--- src/hw/pin_mux_pkg.sv ---
package pin_mux_pkg;
  localparam int ADDR_W = 5;
  localparam int DATA_W = 32;
  localparam int PORT_PINS = 55;
  // register byte offsets
  localparam logic [4:0] OFS_DATA_LO = 5'h00;
  localparam logic [4:0] OFS_DATA_HI = 5'h04;
  localparam logic [4:0] OFS_DIR_LO = 5'h08;
  localparam logic [4:0] OFS_DIR_HI = 5'h0C;
  localparam logic [4:0] OFS_PULL_LO = 5'h10;
  localparam logic [4:0] OFS_PULL_HI = 5'h14;
  localparam logic [4:0] OFS_CTRL = 5'h18;
  localparam logic [4:0] OFS_STATUS = 5'h1C;
  // control fields
  localparam int CTRL_PORTG_OUT = 0;
  localparam int CTRL_PORTG_USE = 1;
  localparam int CTRL_IRQ_PULL = 2;
  localparam int CTRL_W = 3;
  // status fields
  localparam int STAT_DEBUG_MODE = 0;
  localparam int STAT_BOOT_DONE = 1;
  localparam int STAT_PIN_LEVEL = 2;
  // reset values
  localparam logic [PORT_PINS-1:0] DATA_RST = '0;
  localparam logic [PORT_PINS-1:0] DIR_RST = '0;
  localparam logic [PORT_PINS-1:0] PULL_RST = '0;
  localparam logic [CTRL_W-1:0] CTRL_RST = 3'h0;
  // port A upper pins sit at these indices of the pin vector
  localparam int KBD_PIN_LO = 4;
  localparam int KBD_PINS = 4;
  // debug link timing, in debug clock cycles
  localparam int BIT_CYCLES = 16;
  localparam logic [3:0] BIT_LAST = 4'(BIT_CYCLES - 1);
  localparam logic [3:0] ONE_LOW = 4'h4;
  localparam logic [3:0] ZERO_LOW = 4'hD;
  localparam logic [3:0] SAMPLE_AT = 4'hA;
  // cycles after reset release before the synchronised mode level is valid
  localparam logic [1:0] BOOT_WAIT = 2'h2;
endpackage

--- src/hw/debug_mode_pin_and_port_mux.sv ---
// Implementation choices: strobed register access and the register offsets.
`timescale 1ns/1ps
module debug_mode_pin_and_port_mux
  import pin_mux_pkg::*;
#(
  parameter int NUM_PINS = PORT_PINS
) (
  input wire logic clock_i,
  input wire logic resetn_i,
  input wire logic [ADDR_W-1:0] addr_i,
  input wire logic [DATA_W-1:0] wdata_i,
  input wire logic wr_i,
  input wire logic rd_i,
  output logic [DATA_W-1:0] rdata_o,
  input wire logic [NUM_PINS-1:0] pad_in_i,
  output logic [NUM_PINS-1:0] pad_out_o,
  output logic [NUM_PINS-1:0] pad_oe_o,
  output logic [NUM_PINS-1:0] pad_pull_en_o,
  output logic [NUM_PINS-1:0] pad_pull_down_o,
  input wire logic [NUM_PINS-1:0] periph_own_i,
  input wire logic [NUM_PINS-1:0] periph_oe_i,
  input wire logic [NUM_PINS-1:0] periph_out_i,
  input wire logic [KBD_PINS-1:0] kbd_pin_en_i,
  input wire logic kbd_rising_i,
  input wire logic irq_en_i,
  input wire logic irq_rising_i,
  output logic irq_pull_en_o,
  output logic irq_pull_down_o,
  input wire logic debug_mode_select_pin_i,
  output logic debug_mode_select_pin_o,
  output logic debug_mode_select_pin_oe_o,
  output logic debug_mode_o,
  input wire logic tx_req_i,
  input wire logic tx_bit_i,
  output logic tx_done_o,
  output logic rx_valid_o,
  output logic rx_bit_o,
  output logic link_busy_o
);

  typedef struct packed {
    logic [NUM_PINS-1:0] sync1;
    logic [NUM_PINS-1:0] sync2;
    logic dbg_s1;
    logic dbg_s2;
    logic dbg_prev;
    logic [1:0] boot_cnt;
    logic boot_done;
    logic debug_mode;
    logic [NUM_PINS-1:0] data;
    logic [NUM_PINS-1:0] dir;
    logic [NUM_PINS-1:0] pull;
    logic [CTRL_W-1:0] ctrl;
    logic [DATA_W-1:0] rdata;
    logic [NUM_PINS-1:0] pad_out;
    logic [NUM_PINS-1:0] pad_oe;
    logic [NUM_PINS-1:0] pull_en;
    logic [NUM_PINS-1:0] pull_down;
    logic irq_pull_en;
    logic irq_pull_down;
    logic dbg_out;
    logic dbg_oe;
    logic tx_active;
    logic rx_active;
    logic [3:0] bit_cnt;
    logic [3:0] low_len;
    logic tx_done;
    logic rx_valid;
    logic rx_bit;
    logic busy;
  } state_t;

  localparam int HI_W = NUM_PINS - DATA_W;

  state_t st_r;
  state_t st_nxt;

  // lower or upper word of a pin-wide vector
  function automatic logic [DATA_W-1:0] pin_word(input logic [NUM_PINS-1:0] v,
                                                 input logic hi);
    logic [DATA_W-1:0] w;
    w = '0;
    if (hi) begin
      w[HI_W-1:0] = v[NUM_PINS-1:DATA_W];
    end else begin
      w = v[DATA_W-1:0];
    end
    return w;
  endfunction

  // write one word of a pin-wide vector
  function automatic logic [NUM_PINS-1:0] pin_merge(input logic [NUM_PINS-1:0] v,
                                                    input logic [DATA_W-1:0] d,
                                                    input logic hi);
    logic [NUM_PINS-1:0] r;
    r = v;
    if (hi) begin
      r[NUM_PINS-1:DATA_W] = d[HI_W-1:0];
    end else begin
      r[DATA_W-1:0] = d;
    end
    return r;
  endfunction

  ////////////////////////////////////////////////////////////////////////////
  always_comb begin
    logic [NUM_PINS-1:0] oe_eff;
    logic [NUM_PINS-1:0] read_val;
    logic fall;
    logic link_up;
    oe_eff = '0;
    read_val = '0;
    fall = 1'b0;
    link_up = 1'b0;
    st_nxt = st_r;
    // pad levels are asynchronous: two flops before anything reads them
    st_nxt.sync1 = pad_in_i;
    st_nxt.sync2 = st_r.sync1;
    st_nxt.dbg_s1 = debug_mode_select_pin_i;
    st_nxt.dbg_s2 = st_r.dbg_s1;
    st_nxt.dbg_prev = st_r.dbg_s2;
    st_nxt.tx_done = 1'b0;
    st_nxt.rx_valid = 1'b0;

    // the synchroniser needs two edges before the mode level can be trusted
    if (!st_r.boot_done) begin
      if (st_r.boot_cnt == BOOT_WAIT) begin
        st_nxt.boot_done = 1'b1;
        st_nxt.debug_mode = ~st_r.dbg_s2;
      end else begin
        st_nxt.boot_cnt = st_r.boot_cnt + 2'h1;
      end
    end
    // mode held: no other path writes debug_mode

    ////////////////////////////////////////////////////////////////////////////
    // register writes
    if (wr_i) begin
      unique case (addr_i)
        OFS_DATA_LO: st_nxt.data = pin_merge(st_r.data, wdata_i, 1'b0);
        OFS_DATA_HI: st_nxt.data = pin_merge(st_r.data, wdata_i, 1'b1);
        OFS_DIR_LO: st_nxt.dir = pin_merge(st_r.dir, wdata_i, 1'b0);
        OFS_DIR_HI: st_nxt.dir = pin_merge(st_r.dir, wdata_i, 1'b1);
        OFS_PULL_LO: st_nxt.pull = pin_merge(st_r.pull, wdata_i, 1'b0);
        OFS_PULL_HI: st_nxt.pull = pin_merge(st_r.pull, wdata_i, 1'b1);
        OFS_CTRL: st_nxt.ctrl = wdata_i[CTRL_W-1:0];
        default: ;
      endcase
    end

    // latch or pin by direction, ownership ignored
    for (int i = 0; i < NUM_PINS; i++) begin
      read_val[i] = st_r.dir[i] ? st_r.data[i] : st_r.sync2[i];
    end

    // read data stands only in the cycle after the strobe
    st_nxt.rdata = '0;
    if (rd_i) begin
      unique case (addr_i)
        OFS_DATA_LO: st_nxt.rdata = pin_word(read_val, 1'b0);
        OFS_DATA_HI: st_nxt.rdata = pin_word(read_val, 1'b1);
        OFS_DIR_LO: st_nxt.rdata = pin_word(st_r.dir, 1'b0);
        OFS_DIR_HI: st_nxt.rdata = pin_word(st_r.dir, 1'b1);
        OFS_PULL_LO: st_nxt.rdata = pin_word(st_r.pull, 1'b0);
        OFS_PULL_HI: st_nxt.rdata = pin_word(st_r.pull, 1'b1);
        OFS_CTRL: st_nxt.rdata[CTRL_W-1:0] = st_r.ctrl;
        OFS_STATUS: begin
          st_nxt.rdata[STAT_DEBUG_MODE] = st_r.debug_mode;
          st_nxt.rdata[STAT_BOOT_DONE] = st_r.boot_done;
          st_nxt.rdata[STAT_PIN_LEVEL] = st_r.dbg_s2;
        end
        default: ;
      endcase
    end

    ////////////////////////////////////////////////////////////////////////////
    // port pins
    for (int i = 0; i < NUM_PINS; i++) begin
      oe_eff[i] = periph_own_i[i] ? periph_oe_i[i] : st_r.dir[i];
      st_nxt.pad_oe[i] = oe_eff[i];
      st_nxt.pad_out[i] = periph_own_i[i] ? periph_out_i[i] : st_r.data[i];
      st_nxt.pull_en[i] = st_r.pull[i] & ~oe_eff[i];
      st_nxt.pull_down[i] = 1'b0;
    end
    for (int k = 0; k < KBD_PINS; k++) begin
      st_nxt.pull_down[KBD_PIN_LO + k] = kbd_pin_en_i[k] & kbd_rising_i
                                         & st_nxt.pull_en[KBD_PIN_LO + k];
    end
    st_nxt.irq_pull_en = st_r.ctrl[CTRL_IRQ_PULL] & irq_en_i;
    st_nxt.irq_pull_down = st_r.ctrl[CTRL_IRQ_PULL] & irq_en_i & irq_rising_i;

    ////////////////////////////////////////////////////////////////////////////
    // shared debug pin
    // link after reset
    link_up = st_r.boot_done & ~st_r.ctrl[CTRL_PORTG_USE];
    fall = st_r.dbg_prev & ~st_r.dbg_s2;
    st_nxt.dbg_oe = 1'b0;
    st_nxt.dbg_out = 1'b1;

    if (st_r.tx_active || st_r.rx_active) begin
      st_nxt.bit_cnt = st_r.bit_cnt + 4'h1;
      if (st_r.rx_active && st_r.bit_cnt == SAMPLE_AT) begin
        st_nxt.rx_bit = st_r.dbg_s2;
      end
      if (st_r.bit_cnt == BIT_LAST) begin
        st_nxt.tx_active = 1'b0;
        st_nxt.rx_active = 1'b0;
        st_nxt.bit_cnt = 4'h0;
        st_nxt.tx_done = st_r.tx_active;
        st_nxt.rx_valid = st_r.rx_active;
      end
    end else if (link_up && tx_req_i) begin
      st_nxt.tx_active = 1'b1;
      st_nxt.low_len = tx_bit_i ? ONE_LOW : ZERO_LOW;
      st_nxt.bit_cnt = 4'h0;
    end else if (link_up && fall) begin
      st_nxt.rx_active = 1'b1;
      // two cycles of the bit are already lost in the synchroniser
      st_nxt.bit_cnt = 4'h2;
    end
    // busy kept in a flop so the output comes straight from a register
    st_nxt.busy = st_nxt.tx_active | st_nxt.rx_active;

    if (st_nxt.tx_active) begin
      if (st_nxt.bit_cnt < st_nxt.low_len) begin
        st_nxt.dbg_oe = 1'b1;
        st_nxt.dbg_out = 1'b0;
      end else if (st_nxt.bit_cnt == st_nxt.low_len) begin
        // speedup pulse, then pull-up holds the line
        st_nxt.dbg_oe = 1'b1;
        st_nxt.dbg_out = 1'b1;
      end
    end

    if (st_r.boot_done && st_r.ctrl[CTRL_PORTG_USE]) begin
      st_nxt.dbg_oe = 1'b1;
      st_nxt.dbg_out = st_r.ctrl[CTRL_PORTG_OUT];
    end
  end

  ////////////////////////////////////////////////////////////////////////////
  always_ff @(posedge clock_i or negedge resetn_i) begin
    if (!resetn_i) begin
      st_r <= '0;
      // pull-up idles the lines high
      st_r.sync1 <= '1;
      st_r.sync2 <= '1;
      st_r.dbg_s1 <= 1'b1;
      st_r.dbg_s2 <= 1'b1;
      st_r.dbg_prev <= 1'b1;
      st_r.data <= DATA_RST;
      st_r.dir <= DIR_RST;
      st_r.pull <= PULL_RST;
      st_r.ctrl <= CTRL_RST;
      st_r.low_len <= ONE_LOW;
      st_r.dbg_oe <= 1'b0;
      st_r.dbg_out <= 1'b1;
    end else begin
      st_r <= st_nxt;
    end
  end

  assign rdata_o = st_r.rdata;
  assign pad_out_o = st_r.pad_out;
  assign pad_oe_o = st_r.pad_oe;
  assign pad_pull_en_o = st_r.pull_en;
  assign pad_pull_down_o = st_r.pull_down;
  assign irq_pull_en_o = st_r.irq_pull_en;
  assign irq_pull_down_o = st_r.irq_pull_down;
  assign debug_mode_select_pin_o = st_r.dbg_out;
  assign debug_mode_select_pin_oe_o = st_r.dbg_oe;
  assign debug_mode_o = st_r.debug_mode;
  assign tx_done_o = st_r.tx_done;
  assign rx_valid_o = st_r.rx_valid;
  assign rx_bit_o = st_r.rx_bit;
  assign link_busy_o = st_r.busy;

endmodule

--- config.mk ---
export PLATFORM = sky130hd
export DESIGN_NAME = debug_mode_pin_and_port_mux
export DESIGN_NICKNAME = d
export VERILOG_FILES = /design/src/hw/pin_mux_pkg.sv /design/src/hw/debug_mode_pin_and_port_mux.sv
export SDC_FILE = /design/constraint.sdc
export NUM_CORES = 1
export LEC_CHECK = 0
export BUFFER_PORTS_ARGS = -buffer_cell sky130_fd_sc_hd__buf_4
export CAP_MARGIN = 10
export CORE_MARGIN = 5
export CORE_UTILIZATION = 45
export DETAILED_ROUTE_END_ITERATION = 12
export GPL_TIMING_DRIVEN = 0
export PLACE_DENSITY = 0.73
export REMOVE_ABC_BUFFERS = 1
export SLEW_MARGIN = 25
export SYNTH_ARGS = -nofsm -noshare
export SYNTH_HDL_FRONTEND = slang
export SYNTH_SLANG_ARGS = --single-unit
--- constraint.sdc ---
create_clock -name clock_i -period 3.6 [get_ports clock_i]
set_input_delay 0.18 -clock clock_i [delete_from_list [all_inputs] [get_ports clock_i]]
set_output_delay 0.18 -clock clock_i [all_outputs]
set_load 0.02 [all_outputs]
# Word level (Yosys, flattened, before mapping)
# Index checks and enable logic that the tools add are counted.
# word_totals
inputBits	271
out_inout_bits	261
n_memories	0
romBits	0
wordCells	384
latch_bits	0
ram_bits	0
regBits	504
# op_classes
reduce_logical	16
n_shift	0
bitwise_logic	133
mul	0
addsub	2
div	0
eq_ne	11
muxes	189
magnitude_cmp	1
# op_table
operator	n
$pmux W55 S2	3
$pmux W29 S6	1
$mux W1	169
$and A1 B1 Y1	67
$not A1 Y1	65
$mux W32	1
$pmux W3 S8	1
$eq A5 B5 Y1 const B	4
$reduce_and A3 Y1	6
$mux W4	4
$mux W2	6
$mux W6	2
$eq A5 B4 Y1 const B	2
$eq A4 B4 Y1 const B	2
$reduce_and A2 Y1	4
$eq A5 B3 Y1 const B	1
$logic_not A5 Y1	1
$mux W5	1
$add A4 B1 Y4 const B	1
$eq A4 B4 Y1	1
$logic_and A1 B1 Y1	4
$lt A4 B4 Y1	1
$mux W3	1
$add A2 B1 Y2 const B	1
3 further kinds	3

# Logic depth before layout (Yosys ltp)
# depth
depth_word	11
mapped_depth	11
mapped_depth_nobuf	11

# Worst setup path after synthesis
# No wires, ideal clock.
# synth_timing
path_kind	register to register
startpoint	reg st_r[442] (netlist bit)
endpoint	reg st_r, in the netlist debug_mode_select_pin_oe_o
n_path_buf	0
arrival_time_ns	1.973
synth_period_minus_slack_ns	2.037
required_ns	3.535
setup_ns	0.065
path_stages_with_launch	10
path_slack_ns	1.563
cell_sequence	dfstp_2 -> nor4bb_1 -> o211ai_1 -> o21ai_0 -> ha_1 -> nor2b_1 -> o21ai_0 -> nand2b_1 -> a21oi_1 -> o21a_1
# synth_rtl
element	line_no	text
start: declaration	debug_mode_pin_and_port_mux.sv:75	state_t st_r;
start signal: assignment	debug_mode_pin_and_port_mux.sv:259	st_r <= st_nxt;

==> qor.csv <==
metric;value;unit
outcome;complete, no violations;
grt-ovfl-total;0;
core;45500;sq um
nNetsFinal;2602;
crit_arrival;2.99;ns
die_h;224;um
die_w;224;um
wl_met3;5700;um
top_layer_used;met5;
start_util;45.5;%
worst_pin_slew;0.826;ns
numCtsBuffers;52;
placementRows;78;
async_flop_share;100;%
grt_antenna_before_repair;7;
critPathRequiredTime;4.12;ns
yosysWarnings;0;
vias;15140;
gp_congestion;0.852;
drt-wirelength-per-cell;21.7;um
ys.flop_type;dfrtp_1;
clkLatencyLatePin;0.58;ns
htree_num_levels;2;
drc_errors;0;
syn_area;20700;sq um
startpoint;st_r[439]$_DFF_PN0_;
cp-endpoint;debug_mode_select_pin_oe_o$_DFF_PN0_;
rrSetupSlack;1.13;ns
whs;0.0489;ns
post-place-ws;0.999;ns
clock-root-buffer;clkbuf_16;
seq_area_frac_synth;61.6;%
worstSetupStartpointType;register;
cts_tree;done;
criticalPathCategory;register to register;
power.density;545;nW/um^2
first_global_vias;16790;
yosys.area_share.simple;7.27;%
synthCells;1713;
place_hpwl;40300;um
final_max_slew_viol_count;0;
synth_xor_area_share;0.0847;%
finalWorstSetupSlack;1.13;ns
ff2ff_path_depth;9;
die-area;50400;sq um
grt_pass1_wl;97500;um
cts_resized;0;
fmax;405;MHz
path_clk_slew;0.07;ns
pin_count;532;
grt_max_degree;99;
synth.most_common_cell;dfrtp_1;
r2r_end;debug_mode_select_pin_oe_o$_DFF_PN0_;
ant_nets;0;
synthTopCellsByCount;dfrtp_1, buf_4, nand2_1;
endpoint_kind;register;
max-vdd-ir-drop;438;uV
slew_headroom;44.9;%
vias_per_cell;5.09;
grt_usage;24.8;%
ys_seq_elements;504;
portBuffers;480;
p_leak;13.8;nW
firstDrtPassIters;5;
hold_viol_final;0;
regToRegStartpoint;st_r[439]$_DFF_PN0_;
cap_violations;0;
fin_crit;2.47;ns
period_share;68.6;%
first_iter_violations;1159;
post_synth_fa_ha_maj_area_fraction;0.423;%
clock_path_buffers;3;
drive_gt1_share;37.8;%
synth-compound-area-share;7.59;%
rsz0062_at_grt;false;
crit_fanout;8;
synth_edf_count;0;
wl_met1;23700;um
area_growth;37.8;%
p_total;15.5;mW
wl_met2;32400;um
fin_skew;0.0146;ns
wl;64500;um
synth.top_cell.area_share;47.0;%
setup_violations;0;
syn_area_per_cell;12.1;sq um
synth.top_cells.by_area;dfrtp_1, dfstp_2, mux2_2;
muxShareOfSynthArea;11.3;%
hold_path_class;input pin to async pin;
synth_top_family_by_area;buffers and inverters;
synth_area_leader_cell;dfrtp_1;
clock-sinks;504;
synth_cell_types;54;
## worst min-delay path by stage
stage / slack, ns / depth (start not counted) / endpoint / from
2_1_floorplan: -0.12 / 0 / debug_mode_o$_DFFE_PN0P_ / resetn_i
3_3_place_gp: 0.29 / 1 / st_nxt[497]$_DFF_PN1_ / pad_in_i[52]
3_5_place_dp: 0.07 / 1 / pad_oe_o[12]$_DFF_PN0_ / resetn_i
4_1_cts: 0.002 / 2 / rdata_o[17]$_DFF_PN0_ / rd_i
5_1_grt: 0.02 / 2 / rdata_o[17]$_DFF_PN0_ / rd_i
6_report: 0.05 / 2 / pad_out_o[12]$_DFF_PN0_ / resetn_i
## layout make-up
cell class,instances,area (sq um)
Clock inverter,20,205
Timing Repair Buffer,820,7230
Inverter,66,248
Sequential cell,504,12800
Fill cell,3192,17000
Multi-Input combinational cell,880,5780
Antenna cell,6,15.0
Clock buffer,78,1530
Tap cell,600,751
## metrics by stage
step	cells	instance area [sq um]	TNS (ns)	utilization, %
3_5_place_dp	2551	23600	0	51.8
3_3_place_gp	2530	23100	-1301.88	50.7
6_report	2974	28500	0	62.7
4_1_cts	2968	28500	0	62.7
2_1_floorplan	1450	18700	0	-
5_1_grt	2974	28500	0	62.7
## logic make-up (layout without fill, tap and decap cells)
kind of cell | after synthesis | after routing
buffers and inverters | 379 | 984
multiplexers | 211 | 211
AO/OA/AOI/OAI | 251 | 251
adder cells (fa/ha/maj) | 7 | 7
flip-flops | 504 | 504
AND/OR/NAND/NOR | 358 | 358
other | 1 | 57
XOR/XNOR | 2 | 2
## worst max-delay path, stage by stage, from the launching register on
cell and delay, ns:
dfrtp_1 0.46, and3b_1 0.25, nor4_1 0.57, nand2_1 0.10, o21ai_0 0.18, ha_1 0.32, o21ai_0 0.09, nand2b_1 0.09
a21oi_1 0.20, o21a_1 0.16
## layout by cell type, fill, tap and decap left out, types with 6 or more instances in the layout
master / synthesis / layout
a21oi_1: 11 / 11
diode_2: 0 / 6
and2_1: 7 / 7
o22ai_1: 19 / 19
ha_1: 7 / 7
a221o_1: 19 / 19
dfstp_2: 115 / 115
clkbuf_8: 0 / 11
and3_1: 7 / 6
mux2i_1: 34 / 34
o211ai_1: 21 / 21
a221oi_1: 9 / 9
nor2_1: 77 / 75
clkbuf_16: 0 / 53
conb_1: 1 / 51
dfrtp_1: 389 / 389
buf_16: 0 / 9
nor2b_1: 7 / 7
nand2_1: 231 / 227
inv_1: 66 / 66
clkinv_2: 0 / 8
dlygate4sd3_1: 0 / 319
o21a_1: 21 / 21
clkbuf_1: 37 / 14
buf_6: 3 / 7
o21ai_1: 48 / 48
mux2_2: 177 / 177
o21ai_0: 85 / 85
buf_4: 253 / 479
## state kept, by name, indices dropped and copies added, names as in the netlist
signal and count:
rx_valid_o 1, link_busy_o 1, debug_mode_select_pin_o 1, pad_pull_down_o 4
pad_pull_en_o 55, rdata_o 32, pad_oe_o 55, tx_done_o 1
st_nxt 57, pad_out_o 55, debug_mode_select_pin_oe_o 1, debug_mode_o 1
rx_bit_o 1, irq_pull_en_o 1, irq_pull_down_o 1, st_r 237
## repair_timing
item,in CTS,in global routing
hold endpoints to repair,558,0
buffers inserted,0,0
hold buffers,319,0
## power by group
group	total (mW)	internal (mW)	switching, mW
Sequential	7.05	6.49	0.560
Clock	5.44	3.17	2.28
Combinational	3.05	1.53	1.52
Total	15.5	11.2	4.36
## layer usage
metal  global-route usage (%)  up-vias
met4                     9.82        2
met1                     29.6     7526
met5                        0        -
li1                         -     6672
met3                     7.17      178
met2                     42.7      762
Note: power is estimated with default switching activity, not from simulation.
